**config.mk**
```make
export PLATFORM = sky130hd
export DESIGN_NAME = tc_timer16
export DESIGN_NICKNAME = d
export VERILOG_FILES = /design/src/tc16_pkg.sv /design/src/tc_pin_filter.sv /design/src/tc_timer16.sv
export SDC_FILE = /design/constraint.sdc
export NUM_CORES = 1
export LEC_CHECK = 0
export ABC_AREA = 1
export ABC_CLOCK_PERIOD_IN_PS = 3600
export BUFFER_PORTS_ARGS = -buffer_cell sky130_fd_sc_hd__buf_2
export CORE_MARGIN = 5
export CORE_UTILIZATION = 30
export DETAILED_ROUTE_END_ITERATION = 16
export PLACE_DENSITY = 0.56
export SLEW_MARGIN = 10
export SYNTH_ARGS = -nofsm -noshare
export SYNTH_HDL_FRONTEND = slang
export SYNTH_SLANG_ARGS = --single-unit
```
**constraint.sdc**
```tcl
create_clock -name mclk -period 3.6 [get_ports mclk]
set_input_delay 0.36 -clock mclk [delete_from_list [all_inputs] [get_ports mclk]]
set_output_delay 0.36 -clock mclk [all_outputs]
set_load 0.01 [all_outputs]
```
**src/tc16_pkg.sv**
```systemverilog
/*
  tc16_pkg: shared constants of the sixteen-bit timer with capture.
  Register indices, field positions, reset values, clock-select codes and
  prescaler taps. Assumes a byte-wide register port on the CPU side.
*/
package tc16_pkg;

  ////////////////////////////////////////////////////////////////////////////
  // register indices on the byte-wide port
  localparam logic [3:0] ADDR_CTL_ONE  = 4'h0;
  localparam logic [3:0] ADDR_CTL_TWO  = 4'h1;
  localparam logic [3:0] ADDR_CNT_LO   = 4'h2;
  localparam logic [3:0] ADDR_CNT_HI   = 4'h3;
  localparam logic [3:0] ADDR_CAP_LO   = 4'h4;
  localparam logic [3:0] ADDR_CAP_HI   = 4'h5;
  localparam logic [3:0] ADDR_CMPA_LO  = 4'h6;
  localparam logic [3:0] ADDR_CMPA_HI  = 4'h7;
  localparam logic [3:0] ADDR_CMPB_LO  = 4'h8;
  localparam logic [3:0] ADDR_CMPB_HI  = 4'h9;
  localparam logic [3:0] ADDR_FLAG     = 4'ha;
  localparam logic [3:0] ADDR_MASK     = 4'hb;

  ////////////////////////////////////////////////////////////////////////////
  // reset values
  localparam logic [7:0]  RST_BYTE     = 8'h00;
  localparam logic [15:0] RST_WORD     = 16'h0000;

  ////////////////////////////////////////////////////////////////////////////
  // field positions
  localparam int CTL2_NOISE_BIT  = 7;
  localparam int CTL2_EDGE_BIT   = 6;
  localparam int CTL2_RSVD_BIT   = 5;
  localparam int CTL1_SRC_BIT    = 2;
  localparam int FLAG_OVF_BIT    = 0;
  localparam int FLAG_CMPA_BIT   = 1;
  localparam int FLAG_CMPB_BIT   = 2;
  localparam int FLAG_CAP_BIT    = 5;
  localparam logic [7:0] CTL2_WR_MASK = 8'hdf;
  localparam logic [7:0] FLAG_MASK    = 8'h27;

  ////////////////////////////////////////////////////////////////////////////
  // counter limits
  localparam logic [15:0] CNT_BOTTOM  = 16'h0000;
  localparam logic [15:0] CNT_MAX     = 16'hffff;
  localparam logic [15:0] TOP_8BIT    = 16'h00ff;
  localparam logic [15:0] TOP_9BIT    = 16'h01ff;
  localparam logic [15:0] TOP_10BIT   = 16'h03ff;

  ////////////////////////////////////////////////////////////////////////////
  // clock-select codes and prescaler taps (mask of low divider bits)
  localparam logic [2:0] CS_STOP      = 3'h0;
  localparam logic [2:0] CS_DIV1      = 3'h1;
  localparam logic [2:0] CS_DIV8      = 3'h2;
  localparam logic [2:0] CS_DIV64     = 3'h3;
  localparam logic [2:0] CS_DIV256    = 3'h4;
  localparam logic [2:0] CS_DIV1024   = 3'h5;
  localparam logic [2:0] CS_EXT_FALL  = 3'h6;
  localparam logic [2:0] CS_EXT_RISE  = 3'h7;
  localparam logic [9:0] TAP_DIV8     = 10'h007;
  localparam logic [9:0] TAP_DIV64    = 10'h03f;
  localparam logic [9:0] TAP_DIV256   = 10'h0ff;
  localparam logic [9:0] TAP_DIV1024  = 10'h3ff;

  ////////////////////////////////////////////////////////////////////////////
  // filter
  localparam int NOISE_SAMPLES = 4;

endpackage : tc16_pkg

```
**src/tc_pin_filter.sv**
```systemverilog
/*
  tc_pin_filter: three-stage synchroniser for an asynchronous pin with an
  optional majority-free noise canceler. Assumes mclk is the io clock.
*/
`timescale 1ns/1ps
module tc_pin_filter
(
  input  wire logic mclk,
  input  wire logic rst_n,
  input  wire logic pin,
  input  wire logic noise_cancel,
  output logic      level
);

  logic                                   sync_a;
  logic                                   sync_b;
  logic                                   sync_c;
  logic                                   clean;
  logic [tc16_pkg::NOISE_SAMPLES-1:0]     hist;
  wire                                    agree;
  wire                                    all_one;
  wire                                    all_zero;
  wire                                    next_level;

  ////////////////////////////////////////////////////////////////////////////
  // a change counts only once the second and third stage agree
  assign agree    = (sync_b == sync_c);
  assign all_one  = &hist;
  assign all_zero = ~|hist;
  assign next_level = !noise_cancel ? clean :
                      all_one       ? 1'b1  :
                      all_zero      ? 1'b0  : level;

  always_ff @(posedge mclk)
  begin
    if (!rst_n)
    begin
      sync_a <= 1'b0;
      sync_b <= 1'b0;
      sync_c <= 1'b0;
      clean  <= 1'b0;
      hist   <= '0;
      level  <= 1'b0;
    end
    else
    begin
      sync_a <= pin;
      sync_b <= sync_a;
      sync_c <= sync_b;
      if (agree)
        clean <= sync_c;
      // four equal samples needed, which delays capture by four cycles
      hist  <= {hist[tc16_pkg::NOISE_SAMPLES-2:0], clean};
      level <= next_level;
    end
  end

endmodule : tc_pin_filter

```
**src/tc_timer16.sv**
```systemverilog
/*
  tc_timer16: sixteen-bit timer/counter with prescaler, external count pin,
  double-buffered compare and input capture, byte-wide CPU register port.
  Assumes the CPU port is synchronous to mclk (the io clock) and that the
  waveform generator sits outside and reads the forwarded mode bits.
*/
// Operation
// one shared high-byte holding register for all sixteen-bit registers
// low-byte write loads held high byte and written low byte together
// low-byte read copies the high byte into the holding register
// compare registers read directly, holding register untouched
// software writes high then low, reads low then high
// bottom is 0x0000, absolute maximum is 0xffff
// top is 0x00ff, 0x01ff, 0x03ff, compare a or capture by mode
// compare a as top in pwm is double buffered
// compare values checked continuously, match sets the flag
// clock select zero stops; 1..5 pick io clock over 1,8,64,256,1024
// code 6 counts falling, code 7 rising edges of the count pin
// count pin edges count even when the pin is an output
// noise canceler needs four equal samples before the input changes
// edge select zero means falling edge, one means rising edge
// capture copies the counter and sets the capture flag
// no capture while the capture register is top
// capture source is the capture pin or the comparator output
// all requests visible in the flag register and individually masked
// bit 5 of control two reads zero; software writes zero
// waveform-mode bits stored and forwarded to the waveform generator
`timescale 1ns/1ps
module tc_timer16
(
  input  wire logic       mclk,
  input  wire logic       rst_n,
  input  wire logic [3:0] reg_addr,
  input  wire logic       reg_wr,
  input  wire logic       reg_rd,
  input  wire logic [7:0] reg_wdata,
  output logic      [7:0] reg_rdata,
  input  wire logic       capture_pin,
  input  wire logic       comparator_out,
  input  wire logic       external_count_pin,
  output logic      [3:0] wave_mode_bits,
  output logic      [3:0] compare_out_mode,
  output logic            match_a_pulse,
  output logic            match_b_pulse,
  output logic      [7:0] timer_irq_req
);

  logic [7:0]  timer_control_one;
  logic [7:0]  timer_control_two;
  logic [7:0]  timer_flag_reg;
  logic [7:0]  timer_mask_reg;
  logic [7:0]  high_hold;
  logic [15:0] count_value;
  logic [15:0] capture_value;
  logic [15:0] compare_buf_a;
  logic [15:0] compare_buf_b;
  logic [15:0] compare_value_a;
  logic [15:0] compare_value_b;
  logic [9:0]  prescale;
  logic        count_down;
  logic        match_block;
  logic        cap_level;
  logic        cap_level_d;
  logic        ext_level;
  logic        ext_level_d;

  ////////////////////////////////////////////////////////////////////////////
  // mode decoding, used by top selection, buffering and flag logic

  function automatic logic [15:0] tc_top_of(input logic [3:0] m,
                                             input logic [15:0] cmp_a,
                                             input logic [15:0] cap);
    unique case (m)
      4'h1, 4'h5: tc_top_of = tc16_pkg::TOP_8BIT;
      4'h2, 4'h6: tc_top_of = tc16_pkg::TOP_9BIT;
      4'h3, 4'h7: tc_top_of = tc16_pkg::TOP_10BIT;
      4'h4, 4'h9, 4'hb, 4'hf: tc_top_of = cmp_a;
      4'h8, 4'ha, 4'hc, 4'he: tc_top_of = cap;
      default: tc_top_of = tc16_pkg::CNT_MAX;
    endcase
  endfunction : tc_top_of

  function automatic logic tc_dual_slope(input logic [3:0] m);
    tc_dual_slope = (m inside {4'h1, 4'h2, 4'h3, 4'h8, 4'h9, 4'ha, 4'hb});
  endfunction : tc_dual_slope

  function automatic logic tc_buffered(input logic [3:0] m);
    tc_buffered = !(m inside {4'h0, 4'h4, 4'hc, 4'hd});
  endfunction : tc_buffered

  function automatic logic tc_top_is_cap(input logic [3:0] m);
    tc_top_is_cap = (m inside {4'h8, 4'ha, 4'hc, 4'he});
  endfunction : tc_top_is_cap

  ////////////////////////////////////////////////////////////////////////////
  // decode

  wire [3:0]  wave_mode   = {timer_control_two[4:3], timer_control_one[1:0]};
  wire [2:0]  clock_select_field = timer_control_two[2:0];
  wire        capture_noise_cancel = timer_control_two[tc16_pkg::CTL2_NOISE_BIT];
  wire        capture_edge_select  = timer_control_two[tc16_pkg::CTL2_EDGE_BIT];
  wire        mode_dual   = tc_dual_slope(wave_mode);
  wire        mode_buf    = tc_buffered(wave_mode);
  wire        mode_captop = tc_top_is_cap(wave_mode);
  // top per mode
  wire [15:0] top_value   = tc_top_of(wave_mode, compare_value_a, capture_value);

  wire wr_ctl1  = reg_wr && (reg_addr == tc16_pkg::ADDR_CTL_ONE);
  wire wr_ctl2  = reg_wr && (reg_addr == tc16_pkg::ADDR_CTL_TWO);
  wire wr_cntl  = reg_wr && (reg_addr == tc16_pkg::ADDR_CNT_LO);
  wire wr_capl  = reg_wr && (reg_addr == tc16_pkg::ADDR_CAP_LO);
  wire wr_cmpal = reg_wr && (reg_addr == tc16_pkg::ADDR_CMPA_LO);
  wire wr_cmpbl = reg_wr && (reg_addr == tc16_pkg::ADDR_CMPB_LO);
  wire wr_flag  = reg_wr && (reg_addr == tc16_pkg::ADDR_FLAG);
  wire wr_mask  = reg_wr && (reg_addr == tc16_pkg::ADDR_MASK);
  wire wr_high  = reg_wr && (reg_addr inside {tc16_pkg::ADDR_CNT_HI,
                  tc16_pkg::ADDR_CAP_HI, tc16_pkg::ADDR_CMPA_HI, tc16_pkg::ADDR_CMPB_HI});
  wire rd_cntl  = reg_rd && (reg_addr == tc16_pkg::ADDR_CNT_LO);
  wire rd_capl  = reg_rd && (reg_addr == tc16_pkg::ADDR_CAP_LO);
  // full word from held high byte and written low byte
  wire [15:0] wr_word = {high_hold, reg_wdata};

  ////////////////////////////////////////////////////////////////////////////
  // clock select: prescaler taps and count pin edges

  wire ext_rise = ext_level && !ext_level_d;
  wire ext_fall = !ext_level && ext_level_d;
  // stop or io clock over a prescaler tap
  // count pin edge selection
  wire tick =
    (clock_select_field == tc16_pkg::CS_DIV1) ||
    ((clock_select_field == tc16_pkg::CS_DIV8) && ((prescale & tc16_pkg::TAP_DIV8)
      == tc16_pkg::TAP_DIV8)) ||
    ((clock_select_field == tc16_pkg::CS_DIV64) && ((prescale & tc16_pkg::TAP_DIV64)
      == tc16_pkg::TAP_DIV64)) ||
    ((clock_select_field == tc16_pkg::CS_DIV256) && ((prescale & tc16_pkg::TAP_DIV256)
      == tc16_pkg::TAP_DIV256)) ||
    ((clock_select_field == tc16_pkg::CS_DIV1024) && (prescale == tc16_pkg::TAP_DIV1024)) ||
    ((clock_select_field == tc16_pkg::CS_EXT_FALL) && ext_fall) ||
    ((clock_select_field == tc16_pkg::CS_EXT_RISE) && ext_rise);

  ////////////////////////////////////////////////////////////////////////////
  // counting sequence

  // bottom and max limits
  wire at_top    = (count_value == top_value);
  wire at_bottom = (count_value == tc16_pkg::CNT_BOTTOM);
  wire at_max    = (count_value == tc16_pkg::CNT_MAX);
  wire turn_down = mode_dual && !count_down && at_top;
  wire turn_up   = mode_dual && count_down && at_bottom;
  wire next_down = turn_down ? 1'b1 : (turn_up ? 1'b0 : count_down);
  wire [15:0] next_count =
    (!mode_dual && at_top) ? tc16_pkg::CNT_BOTTOM :
    next_down ? count_value - 16'h0001 : count_value + 16'h0001;

  // buffered compare values move over at top, or at bottom in modes 8 and 9
  wire reload_at_bottom = (wave_mode inside {4'h8, 4'h9});
  wire buf_update = tick && (reload_at_bottom ? (count_down && at_bottom) : at_top);

  // continuous compare of both active values
  wire hit_a = tick && !match_block && (count_value == compare_value_a);
  wire hit_b = tick && !match_block && (count_value == compare_value_b);
  wire hit_ovf = tick && (mode_dual ? turn_up :
                 (wave_mode == 4'h0) ? at_max : at_top);

  ////////////////////////////////////////////////////////////////////////////
  // capture trigger

  // capture from pin or comparator
  wire cap_source = timer_control_one[tc16_pkg::CTL1_SRC_BIT] ? comparator_out : capture_pin;
  // edge select
  wire cap_edge = capture_edge_select ? (cap_level && !cap_level_d)
                                      : (!cap_level && cap_level_d);
  // capture disabled while capture register is top
  wire cap_trig = cap_edge && !mode_captop;

  wire [7:0] flag_set = {2'b00, cap_trig, 2'b00, hit_b, hit_a, hit_ovf};
  wire [7:0] flag_clr = wr_flag ? (reg_wdata & tc16_pkg::FLAG_MASK) : 8'h00;
  // event in the clearing cycle survives: set wins
  wire [7:0] next_flags = (timer_flag_reg & ~flag_clr) | flag_set;
  // a mask write takes effect on the request lines at the same edge
  wire [7:0] next_mask = wr_mask ? (reg_wdata & tc16_pkg::FLAG_MASK) : timer_mask_reg;

  ////////////////////////////////////////////////////////////////////////////
  // read mux

  // compare bytes read directly, hold byte used for count and capture
  wire [7:0] next_rdata =
    (reg_addr == tc16_pkg::ADDR_CTL_ONE) ? timer_control_one :
    (reg_addr == tc16_pkg::ADDR_CTL_TWO) ? timer_control_two :
    (reg_addr == tc16_pkg::ADDR_CNT_LO)  ? count_value[7:0] :
    (reg_addr == tc16_pkg::ADDR_CAP_LO)  ? capture_value[7:0] :
    (reg_addr == tc16_pkg::ADDR_CNT_HI)  ? high_hold :
    (reg_addr == tc16_pkg::ADDR_CAP_HI)  ? high_hold :
    (reg_addr == tc16_pkg::ADDR_CMPA_LO) ? compare_buf_a[7:0] :
    (reg_addr == tc16_pkg::ADDR_CMPA_HI) ? compare_buf_a[15:8] :
    (reg_addr == tc16_pkg::ADDR_CMPB_LO) ? compare_buf_b[7:0] :
    (reg_addr == tc16_pkg::ADDR_CMPB_HI) ? compare_buf_b[15:8] :
    (reg_addr == tc16_pkg::ADDR_FLAG)    ? timer_flag_reg :
    (reg_addr == tc16_pkg::ADDR_MASK)    ? timer_mask_reg : 8'h00;

  ////////////////////////////////////////////////////////////////////////////
  // input filters

  // filtered capture input
  tc_pin_filter u_cap_filter
  (
    .mclk         (mclk),
    .rst_n        (rst_n),
    .pin          (cap_source),
    .noise_cancel (capture_noise_cancel),
    .level        (cap_level)
  );

  // pin is sampled regardless of its direction
  tc_pin_filter u_ext_filter
  (
    .mclk         (mclk),
    .rst_n        (rst_n),
    .pin          (external_count_pin),
    .noise_cancel (1'b0),
    .level        (ext_level)
  );

  ////////////////////////////////////////////////////////////////////////////
  // control, flags, holding register, read data

  always_ff @(posedge mclk)
  begin
    if (!rst_n)
    begin
      timer_control_one <= tc16_pkg::RST_BYTE;
      timer_control_two <= tc16_pkg::RST_BYTE;
      timer_flag_reg    <= tc16_pkg::RST_BYTE;
      timer_mask_reg    <= tc16_pkg::RST_BYTE;
      high_hold         <= tc16_pkg::RST_BYTE;
      reg_rdata         <= tc16_pkg::RST_BYTE;
      timer_irq_req     <= tc16_pkg::RST_BYTE;
    end
    else
    begin
      if (wr_ctl1)
        timer_control_one <= reg_wdata;
      // reserved bit stays zero
      if (wr_ctl2)
        timer_control_two <= reg_wdata & tc16_pkg::CTL2_WR_MASK;
      timer_mask_reg <= next_mask;
      timer_flag_reg <= next_flags;
      // per-flag mask onto the request lines
      timer_irq_req  <= next_flags & next_mask;
      // single shared holding register
      // low-byte read copies high byte in the same cycle
      if (wr_high)
        high_hold <= reg_wdata;
      else if (rd_cntl)
        high_hold <= count_value[15:8];
      else if (rd_capl)
        high_hold <= capture_value[15:8];
      if (reg_rd)
        reg_rdata <= next_rdata;
    end
  end

  ////////////////////////////////////////////////////////////////////////////
  // counter, prescaler and edge history

  always_ff @(posedge mclk)
  begin
    if (!rst_n)
    begin
      count_value <= tc16_pkg::RST_WORD;
      count_down  <= 1'b0;
      match_block <= 1'b0;
      prescale    <= '0;
      cap_level_d <= 1'b0;
      ext_level_d <= 1'b0;
    end
    else
    begin
      prescale    <= prescale + 10'h001;
      cap_level_d <= cap_level;
      ext_level_d <= ext_level;
      // a count write blocks the match on the next timer clock
      if (wr_cntl)
      begin
        count_value <= wr_word;
        match_block <= 1'b1;
      end
      else if (tick)
      begin
        count_value <= next_count;
        count_down  <= next_down;
        match_block <= 1'b0;
      end
    end
  end

  ////////////////////////////////////////////////////////////////////////////
  // compare and capture registers

  always_ff @(posedge mclk)
  begin
    if (!rst_n)
    begin
      compare_buf_a   <= tc16_pkg::RST_WORD;
      compare_buf_b   <= tc16_pkg::RST_WORD;
      compare_value_a <= tc16_pkg::RST_WORD;
      compare_value_b <= tc16_pkg::RST_WORD;
      capture_value   <= tc16_pkg::RST_WORD;
    end
    else
    begin
      if (wr_cmpal)
        compare_buf_a <= wr_word;
      if (wr_cmpbl)
        compare_buf_b <= wr_word;
      // pwm modes take the new value only at the update point
      if (!mode_buf || buf_update)
      begin
        compare_value_a <= wr_cmpal ? wr_word : compare_buf_a;
        compare_value_b <= wr_cmpbl ? wr_word : compare_buf_b;
      end
      // capture copies the counter
      if (cap_trig)
        capture_value <= count_value;
      else if (wr_capl)
        capture_value <= wr_word;
    end
  end

  ////////////////////////////////////////////////////////////////////////////
  // forwarded outputs

  always_ff @(posedge mclk)
  begin
    if (!rst_n)
    begin
      wave_mode_bits   <= 4'h0;
      compare_out_mode <= 4'h0;
      match_a_pulse    <= 1'b0;
      match_b_pulse    <= 1'b0;
    end
    else
    begin
      // mode bits forwarded to the waveform generator
      wave_mode_bits   <= wave_mode;
      compare_out_mode <= timer_control_one[7:4];
      match_a_pulse    <= hit_a;
      match_b_pulse    <= hit_b;
    end
  end

endmodule : tc_timer16

```
# [Word-level counts from Yosys, hierarchy flattened]
# Cells that the tools add are included.
# Widths: inputs -> output; s select.
[word_totals] wordCells=190 ff_bits=189
[op_classes] n_reduce_logical=67 n_bitwise=5 n_mux=38 n_addsub=3 eq_ne=44
[op_table] operator="$mux 16" count=8
[op_table] operator="$mux 8" count=16
[op_table] operator="$pmux 16 s5" count=1
[op_table] operator="$eq 16x16->1" count=3
[op_table] operator="$eq 4x4->1 const B" count=12
[op_table] operator="$logic_and 1x1->1" count=33
[op_table] operator="$eq 4x3->1 const B" count=8
[op_table] operator="$add 16x1->16 const B" count=1
[op_table] operator="$and 8x8->8" count=2
[op_table] operator="$eq 16x16->1 const B" count=1
[op_table] operator="$eq 4x2->1 const B" count=4
[op_table] operator="$logic_not 16->1" count=1
[op_table] operator="$sub 16x1->16 const B" count=1
[op_table] operator="$eq 3x3->1 const B" count=5
[op_table] operator="$mux 1" count=12
[op_table] operator="$reduce_bool 4->1" count=3
[op_table] operator="$reduce_or 4->1" count=3
[op_table] operator="$add 10x1->10 const B" count=1
[op_table] operator="$eq 10x10->1 const B" count=1
[op_table] operator="$eq 4x1->1 const B" count=2
[op_table] operator="$eq 8x8->1 const B" count=1
[op_table] operator="$logic_not 1->1" count=8
[op_table] operator="$logic_not 4->1" count=2
[op_table] operator="$not 6->8" count=1
[op_table] operator="other kinds (15)" count=27

# [Depth between registers and ports, before layout]
# Gate-level depths: netlist of the first run.
[logic_depth] depth_word=13 depth_mapped=29 ltp_nobuf=28

# [Hierarchy]
# From an unflattened synthesis of the first run, not the netlist that was laid out.
[unflattened] hier_cells=1329 hier_area_um2=9439.1
[by_module_without_submodules] module="tc_timer16" area_per_inst_um2=8808.4 cells_each=1251 instances=1
[by_module_without_submodules] module="tc_pin_filter" area_per_inst_um2=315.3 cells_each=39 instances=2

# [Worst setup path after synthesis of the first run]
# No wires, ideal clock.
[synth_path] kind="register to register" startpoint="register timer_control_one[1]" endpoint="register count_value[14]" arrival_time_ns=3.631 path_stages_with_launch=29 slack_ns=-0.101 period_less_slack_ns=3.701 cell_sequence="dfxtp_1 -> inv_2 -> nand2_1 -> nand2_4 -> nand2_4 -> nand2_4 -> buf_6 -> nand4_1 -> nand2_1 -> nor2_2 -> nand2_1 -> nor2_2 -> nand3_1 -> nand2_1 -> inv_1 -> fa_1 -> o21ai_0 -> nand2_1 -> nand2_1 -> nand3_1 -> nand2_1 -> nand3_1 -> nand2_1 -> nand2_1 -> a21oi_1 -> nor2_1 -> nor2_1 -> nand2_1 -> a21oi_1"
[synth_via] elab_chain_len=10
[synth_lines] element="start: declaration" line="tc_timer16.sv:48" text="logic [7:0] timer_control_one;"
[synth_lines] element="start signal: assignment" line="tc_timer16.sv:232" text="timer_control_one <= tc16_pkg::RST_BYTE;"
[synth_lines] element="start signal: assignment" line="tc_timer16.sv:243" text="timer_control_one <= reg_wdata;"
[synth_lines] element="$eq 4x4->1 (tied with other cells)" line="tc_timer16.sv:73" text="unique case (m)"
[synth_lines] element="$reduce_or 4->1 (tied with other cells)" line="tc_timer16.sv:73"
[synth_lines] element="$pmux 16 s5 / $logic_and 1x1->1 (equally long branches)" line="tc_timer16.sv:73, tc_timer16.sv:150"
[synth_lines] element="$eq 16x16->1 / $logic_and 1x1->1 (equally long branches)" line="tc_timer16.sv:146, tc_timer16.sv:150"
[synth_lines] element="$logic_and 1x1->1 / $mux 1 (equally long branches)" line="tc_timer16.sv:149, tc_timer16.sv:151"
[synth_lines] element="$mux 1 *" line="tc_timer16.sv:151" text="wire next_down = turn_down ? 1'b1 : (turn_up ? 1'b0 : count_down);"
[synth_lines] element="net next_down" line="tc_timer16.sv:151"
[synth_lines] element="$mux 16 *" line="tc_timer16.sv:154" text="next_down ? count_value - 16'h0001 : count_value + 16'h0001;"
[synth_lines] element="$mux 16 *" line="tc_timer16.sv:153" text="(!mode_dual && at_top) ? tc16_pkg::CNT_BOTTOM :"
[synth_lines] element="$mux 16 *" line="tc_timer16.sv:289" text="else if (tick)"
[synth_lines] element="$mux 16 *" line="tc_timer16.sv:284" text="if (wr_cntl)"
[synth_lines] element="end signal: assignment" line="tc_timer16.sv:271" text="count_value <= tc16_pkg::RST_WORD;"
[synth_lines] element="end signal: assignment" line="tc_timer16.sv:286" text="count_value <= wr_word;"
[synth_lines] element="end signal: assignment" line="tc_timer16.sv:291" text="count_value <= next_count;"
[synth_lines] element="end: declaration" line="tc_timer16.sv:53" text="logic [15:0] count_value;"
# The timed path passes the listed nets; every way through them passes the cells marked *. The select of a mux whose other input is x is not followed.
# A chain may end at the register's enable or synchronous reset.

# [Final worst setup path of the first run]
[layout_path] startpoint="register count_down" endpoint="register count_value[14]"
[layout_via] elab_chain_len=8
[layout_lines] element="start: declaration" line="tc_timer16.sv:60" text="logic count_down;"
[layout_lines] element="start signal: assignment" line="tc_timer16.sv:292" text="count_down <= next_down;"
[layout_lines] element="$logic_and 1x1->1 / $logic_not 1->1 (equally long branches)" line="tc_timer16.sv:150, tc_timer16.sv:149"
[layout_lines] element="$logic_and 1x1->1 (on tied branches)" line="tc_timer16.sv:150, tc_timer16.sv:149"
[layout_lines] element="$mux 1 / $logic_and 1x1->1 (equally long branches)" line="tc_timer16.sv:151, tc_timer16.sv:149"
[layout_lines] element="$mux 1 *" line="tc_timer16.sv:151"
[layout_lines] element="net next_down" line="tc_timer16.sv:151"
[layout_lines] element="$mux 16 *" line="tc_timer16.sv:154"
[layout_lines] element="$mux 16 *" line="tc_timer16.sv:153"
[layout_lines] element="$mux 16 *" line="tc_timer16.sv:289"
[layout_lines] element="$mux 16 *" line="tc_timer16.sv:284"
# Marked as above.

==> summary.md, run 1 <==
| Metric | Value |
|---|---|
| Outcome | `finished, final reports clean` |
| Clk_skew | `11.89 ps` |
| Max frequency | `0.2919 GHz` |
| Vias per cell | `5.153` |
| Final worst slack | `174.0 ps` |
| Die area | `34,340 µm²` |
| CP Max Fanout | `10` |
| Pwr Total | `0.004468 W` |
| Setup TNS Final | `0 ps` |
| Cells along the critical path | `inv_1 -> nor4_1 -> nand4_1 -> o21ai_1 -> nand2_4 -> buf_4 -> clkbuf_16 -> ha_1 -> nand2_1 -> nor2_1 -> nand2_4 -> nand2_4 -> nand3_2 -> nand2_2 -> nand3_2 -> nand2_2 -> nand2_2 -> a21oi_2 -> nor2_1 -> nor2_1 -> nand2_1 -> a21oi_2` |
| Clk slew on worst S/H paths | `70 ps` |
| Clk sink count | `177` |
| Fin. max-slew vios | `0` |
| Worst slew margin | `38.54%` |
| Unrepaired setup endpoints after global routing | `yes` |
| Sw frac | `28.85%` |
| Crit. End Element | `flip-flop` |
| Most common cell after layout, fill and taps aside | `nand2_1` |
| I/O pins | `45` |
| Synthesized cell area | `9220 µm²` |
| First-pass GRT wire length | `48,910 µm` |
| Final GP Congestion | `0.9428` |
| Leakage | `4.706 nW` |
| Maximum vdd ir drop | `0.0003307 V` |
| GRT overflow | `0` |
| Clock share of power | `43.2%` |
| DP HPWL | `23,040 µm` |
| Critical path type | `reg -> reg` |
| Largest net degree at the start of global routing | `88` |
| Hold crit path type | `in -> reg` |
| Final Cell Area | `11,010 µm²` |
| Hold Violations, Final | `0` |
| Vias in the first global route | `8,467` |
| Crit path largest cell delay | `410 ps` |
| Layout Nets | `1,410` |
| Final min period | `3426 ps` |
| Area grow syn2layout | `19.45%` |
| Ys async rst share | `0%` |
| Initial antenna violation count | `2` |
| First-pass iteration count of the detailed router | `7` |
| Share of cells above drive strength 1 | `16.18%` |
| Synthesized area per cell | `7.092 µm²` |
| Worst r2r path cells | `22` |
| CP Buf/Inv Count | `3` |
| CP delay by family, top | `simple AND/OR/NAND/NOR gates` |
| Critical Path RT | `3980 ps` |
| Slew @ Worst Pin | `921.9 ps` |
| WL/cell | `17.85 µm` |
| Port buffer count | `40` |
| DRC Markers | `0` |
| Setup violations, final | `0` |
| Dpl ws | `6.296 ps` |
| CTS Buf Count | `17` |
| Hold path cells | `3` |
| Detail Route Antenna Nets | `0` |
| Setup crit start kind | `flip-flop` |
| Core area | `30,430 µm²` |
| Share of total power in combinational logic | `10.8%` |
| Switching Power | `0.001289 W` |
| Mapped Cells | `1,300` |
| Skew-Pair Late Insertion Delay | `450 ps` |
| Internal | `0.003179 W` |
| Area after DPL | `10,110 µm²` |
| Initial DRC count | `924` |
| Most frequent cells in the layout | `nand2_1, dfxtp_1, inv_1` |
| Final worst-path cycle share | `95.17%` |
| MaxCap Viol Count | `0` |
| CTS tree | `yes` |
| Post-synthesis sequential area ratio | `38.43%` |
| Power per Cell Area | `405.7 nW/µm²` |
| Critical Path Stages | `22` |
| Die width | `185.3 µm` |
| Initial core utilization | `30.30%` |
| Total GRT Usage | `18.24%` |
| Via Count | `9,178` |
| Netlist cell types | `49` |
| Synth Warn # | `0` |
| Post-synth top flop | `dfxtp_1` |
| Crit path DAT | `3800 ps` |
| Die Ht | `185.3 µm` |
| H-Tree Depth | `4` |
| Critical Path Slowest Stage Cell | `dfxtp_1` |
| Clk root buf | `clkbuf_16` |
| Share of power burned in registers | `46.1%` |
| Worst hold slack | `96.39 ps` |
| #FFs+latches synth | `177` |
| Number of flops mapped to enable cells by yosys | `0` |
| Clock Path Buffers | `2` |
| Num rows | `64` |
| Post-Route WL | `31,800 µm` |
-- cell usage after synthesis, drive strengths merged, types with 2 or more instances --
| cell | instances | area, µm² |
|---|---|---|
| xnor2 | 7 | 61.31 |
| nand3 | 52 | 270.3 |
| a211oi | 12 | 90.09 |
| a221oi | 6 | 52.55 |
| nor2 | 139 | 529.3 |
| inv | 158 | 593.1 |
| o21ai | 136 | 680.7 |
| ha | 19 | 237.7 |
| o22ai | 16 | 100.1 |
| dfxtp | 177 | 3543 |
| mux2i | 7 | 70.07 |
| o2111ai | 6 | 52.55 |
| or2 | 4 | 25.02 |
| nand2 | 252 | 975.9 |
| nand4 | 36 | 225.2 |
| xor2 | 29 | 254.0 |
| clkbuf | 44 | 167.7 |
| nand3b | 2 | 15.01 |
| buf | 19 | 156.4 |
| a21oi | 100 | 605.6 |
| nor3 | 14 | 70.07 |
| o211ai | 9 | 67.56 |
| o21bai | 2 | 15.01 |
| a21o | 2 | 15.01 |
| nor4 | 10 | 62.56 |
| a31oi | 30 | 187.7 |
-- power by group through the flow --
stage	clock network (W)	logic [W]	registers [W]
after floorplan	0	0.000305	0.00209
after global placement	0	0.000452	0.00210
final	0.00193	0.000481	0.00206
after global routing	0.00204	0.000527	0.00206
after CTS	0.00196	0.000460	0.00206
after detailed placement	0	0.000456	0.00210
-- worst register-to-register path, cell delays in order, from the launching register on --
cell and delay (ps):
dfxtp_1 410, inv_1 80, nor4_1 400, nand4_1 210
o21ai_1 360, nand2_4 120, buf_4 160, clkbuf_16 160
ha_1 310, nand2_1 50, nor2_1 180, nand2_4 80
nand2_4 60, nand3_2 60, nand2_2 80, nand3_2 60
nand2_2 70, nand2_2 60, a21oi_2 150, nor2_1 60
nor2_1 80, nand2_1 70, a21oi_2 120
-- stage by stage --
step	utilization [%]	instances
global route	36.19	1781
floorplan	-	1303
global placement	33.21	1738
detailed placement	33.21	1738
CTS	35.23	1770
finish	36.19	1781
-- path summary, 6_finish.rpt --
kind / slack (ps) / to / startpoint
worst max-delay path: 170 / count_value[14] / count_down
worst min-delay path: 100 / u_ext_filter.sync_a / external_count_pin
worst max register to register: 170 / count_value[14] / count_down
worst min register to register: 430 / u_ext_filter.sync_b / u_ext_filter.sync_a
-- routing by layer --
metal	track usage (%)	vias up	share of wire [%]
met5	0	-	0.041
met4	6.635	2	3.1
met3	2.690	57	6.1
met2	29.11	305	46
met1	25.06	4317	45
li1	-	4497	-
-- cell type report --
class                           instances  area [µm²]
Clock buffer                           18       439.2
Fill cell                            3243       19420
Clock inverter                         14       166.4
Timing Repair Buffer                  112       810.8
Inverter                              159       606.8
Antenna cell                            1       2.502
Sequential cell                       177        3556
Tap cell                              396       495.5
Multi-Input combinational cell        904        4936
-- cells by family (layout without fill, tap and decap cells) --
kind of cell | count (synthesis) | after routing | synth area share, %
xor+xnor | 36 | 36 | 3.420
simple gates | 512 | 513 | 23.79
flops | 177 | 177 | 38.43
other cells | 1 | 5 | 0.04067
fa+ha+maj | 20 | 20 | 2.796
compound gates | 324 | 324 | 20.67
buf+inv | 223 | 303 | 10.10
mux | 7 | 7 | 0.7600
-- timing repair --
item	in CTS	in global routing
hold endpoints to repair	0	0
setup endpoints to repair	1	8
hold buffers	0	0
pin swaps	0	20
cloned	0	2
resized for setup	1	58
buffers inserted	0	8
Note: power is estimated with default switching activity, not from simulation.
==> inputs of run 2 (changes only) <==
--- a/config.mk
+++ b/config.mk
@@ -8,10 +8,10 @@
 export ABC_AREA = 1
 export ABC_CLOCK_PERIOD_IN_PS = 3600
 export BUFFER_PORTS_ARGS = -buffer_cell sky130_fd_sc_hd__buf_2
-export CORE_MARGIN = 5
+export CORE_MARGIN = 2
 export CORE_UTILIZATION = 30
 export DETAILED_ROUTE_END_ITERATION = 16
-export PLACE_DENSITY = 0.56
+export PLACE_DENSITY = 0.51
 export SLEW_MARGIN = 10
 export SYNTH_ARGS = -nofsm -noshare
 export SYNTH_HDL_FRONTEND = slang
==> summary.md, run 2 (synthesis gave the netlist of run 1 again) <==
| Metric | Value |
|---|---|
| Outcome | `finished, final reports clean` |
| Crit. End Element | `flip-flop` |
| H-Tree Depth | `4 (unchanged)` |
| Layout Nets | `1,418 (+0.57%)` |
| Pwr Total | `0.004628 W (+3.6%)` |
| Detail Route Antenna Nets | `0 (unchanged)` |
| Final worst-path cycle share | `95.13% (about the same)` |
| Final worst slack | `175.4 ps (+1.359 ps)` |
| Crit path DAT | `3780 ps (-20 ps)` |
| Met2 WL | `15,130 µm (+3.0%)` |
| Area grow syn2layout | `22.46%` |
| WL/cell | `18.42 µm (+3.2%)` |
| Worst slew margin | `40.28% (+1.7 points)` |
| Maximum vdd ir drop | `0.0003382 V (+2.3%)` |
| Vias in the first global route | `8,382 (-1.0%)` |
| MaxCap Viol Count | `0 (unchanged)` |
| Skew-Pair Late Insertion Delay | `440 ps (about the same)` |
| Die width | `179.3 µm (-3.2%)` |
| Final GP Congestion | `0.9004 (-4.5%)` |
| Setup crit start kind | `flip-flop` |
| Hold Violations, Final | `0 (unchanged)` |
| Vias per cell | `5.086 (-1.3%)` |
| Clk root buf | `clkbuf_16` |
| Fin. max-slew vios | `0 (unchanged)` |
| Worst hold slack | `100.9 ps (+4.558 ps)` |
| Share of cells above drive strength 1 | `17.53% (+1.3 points)` |
| M1 WL | `15,200 µm (+7.3%)` |
| Num rows | `64 (unchanged)` |
| Clk_skew | `16.42 ps (+4.533 ps)` |
| Power per Cell Area | `409.9 nW/µm² (+1.0%)` |
| Port buffer count | `40 (unchanged)` |
| Ant. Diodes | `0 (-1)` |
| Total GRT Usage | `20.66% (+2.4 points)` |
| DRC Markers | `0 (unchanged)` |
| CP Max Fanout | `8 (-2)` |
| Setup violations, final | `0 (unchanged)` |
| CTS Buf Count | `17 (unchanged)` |
| Largest net degree at the start of global routing | `88 (unchanged)` |
| Final Cell Area | `11,290 µm² (+2.5%)` |
| CTS tree | `yes` |
| Most common cell after layout, fill and taps aside | `nand2_1` |
| I/O pins | `45 (unchanged)` |
| Clk sink count | `177 (unchanged)` |
| Clk slew on worst S/H paths | `70 ps (about the same)` |
| Final min period | `3425 ps (-1.359 ps)` |
| Clock Path Buffers | `2 (unchanged)` |
| Max frequency | `0.2920 GHz (about the same)` |
| Uppermost routed layer | `met5` |
| Initial core utilization | `30.30% (unchanged)` |
| Leakage | `4.756 nW (+1.1%)` |
| Fill cells | `3,229 (-0.43%)` |
| Hold crit path type | `in -> reg` |
| Dpl ws | `-34.46 ps (-40.76 ps)` |
| Core area | `30,430 µm² (unchanged)` |
| Slew @ Worst Pin | `895.8 ps (-26.03 ps)` |
| Initial antenna violation count | `1 (-1)` |
| Critical path type | `reg -> reg` |
| DP HPWL | `24,040 µm (+4.3%)` |
| Die area | `32,150 µm² (-6.4%)` |
| Met3 wire len | `1743 µm (-9.8%)` |
| GRT overflow | `0 (unchanged)` |
| Via Count | `9,093 (-0.93%)` |
| Die Ht | `179.3 µm (-3.2%)` |
| Critical Path RT | `3950 ps (-30 ps)` |
| Post-Route WL | `32,930 µm (+3.6%)` |
| First-pass GRT wire length | `50,160 µm (+2.6%)` |
| Area after DPL | `10,130 µm² (+0.20%)` |
| First-pass iteration count of the detailed router | `5 (-2)` |
| Initial DRC count | `802 (-13%)` |
| Most frequent cells in the layout | `nand2_1, dfxtp_1, inv_1` |
[run 2: changes by cell type in the layout (fill, tap and decap cells not counted), moves of 4 or more]
cell,previous run,this run
ha_1,18,11
ha_4,1,8
nand2_2,3,8
bufinv_16,1,5
[run 2: where the power goes]
| group | total, W | switching (W) | internal (W) |
|---|---|---|---|
| logic | 0.000506 | 0.000332 | 0.000174 |
| registers | 0.00206 | 0.0000477 | 0.00201 |
| clock network | 0.00207 | 0.000828 | 0.00124 |
[run 2: path summary, 6_finish.rpt]
path                                      startpoint                  end  slack (ps)  depth (start not counted)
worst max-delay path            timer_control_one[1]      count_value[15]         180                         25
worst min register to register   u_ext_filter.sync_a  u_ext_filter.sync_b         420                          2
worst max register to register  timer_control_one[1]      count_value[15]         180                         25
worst min-delay path              external_count_pin  u_ext_filter.sync_a         100                          3
[run 2: area by class of cell]
type,instances,area (µm²),area share [%]
Sequential cell,177,3556,31.49
Clock buffer,20,436.7,3.867
Timing Repair Buffer,120,943.4,8.356
Tap cell,396,495.5,4.388
Multi-Input combinational cell,904,5044,44.67
Clock inverter,12,203.9,1.806
Inverter,159,611.8,5.419
[run 2: through the flow]
| step | instances | utilization [%] | TNS, ps |
|---|---|---|---|
| 5_1_grt | 1788 | 37.11 | -93.81 |
| 2_1_floorplan | 1303 | - | 0 |
| 4_1_cts | 1771 | 35.42 | 0 |
| 3_5_place_dp | 1739 | 33.28 | -64.15 |
| 6_report | 1788 | 37.11 | 0 |
| 3_3_place_gp | 1739 | 33.28 | 0 |
[run 2: repair_timing]
action / in CTS / in global routing
cloned: 0 / 4
pin swaps: 0 / 31
buffers inserted: 0 / 13
endpoints found under the hold margin: 0 / 0
setup endpoints to repair: 5 / 10
gates resized for setup: 4 / 73
hold buffers: 0 / 0
[run 2: worst max-delay path: stages (launching register included)]
cell,delay (ps)
dfxtp_4,370
inv_6,70
nand2_2,60
nand2_4,130
nand2_8,120
nand2_8,130
nand3_1,80
nand2_1,70
nand2_1,60
nor2_2,140
nand2_1,80
nor2_2,120
nand3_2,110
nand2_4,150
clkbuf_16,180
ha_4,210
a21oi_2,140
nand2_2,100
a31oi_4,250
o21ai_4,100
buf_4,140
a31oi_2,170
inv_1,60
nand3_1,80
nand3_1,80
a21oi_1,140
[run 2: layer usage]
metal | vias up | global-route usage, %
met5 | - | 0
li1 | 4503 | -
met3 | 49 | 3.265
met2 | 267 | 33.48
met4 | 2 | 6.250
met1 | 4272 | 28.19
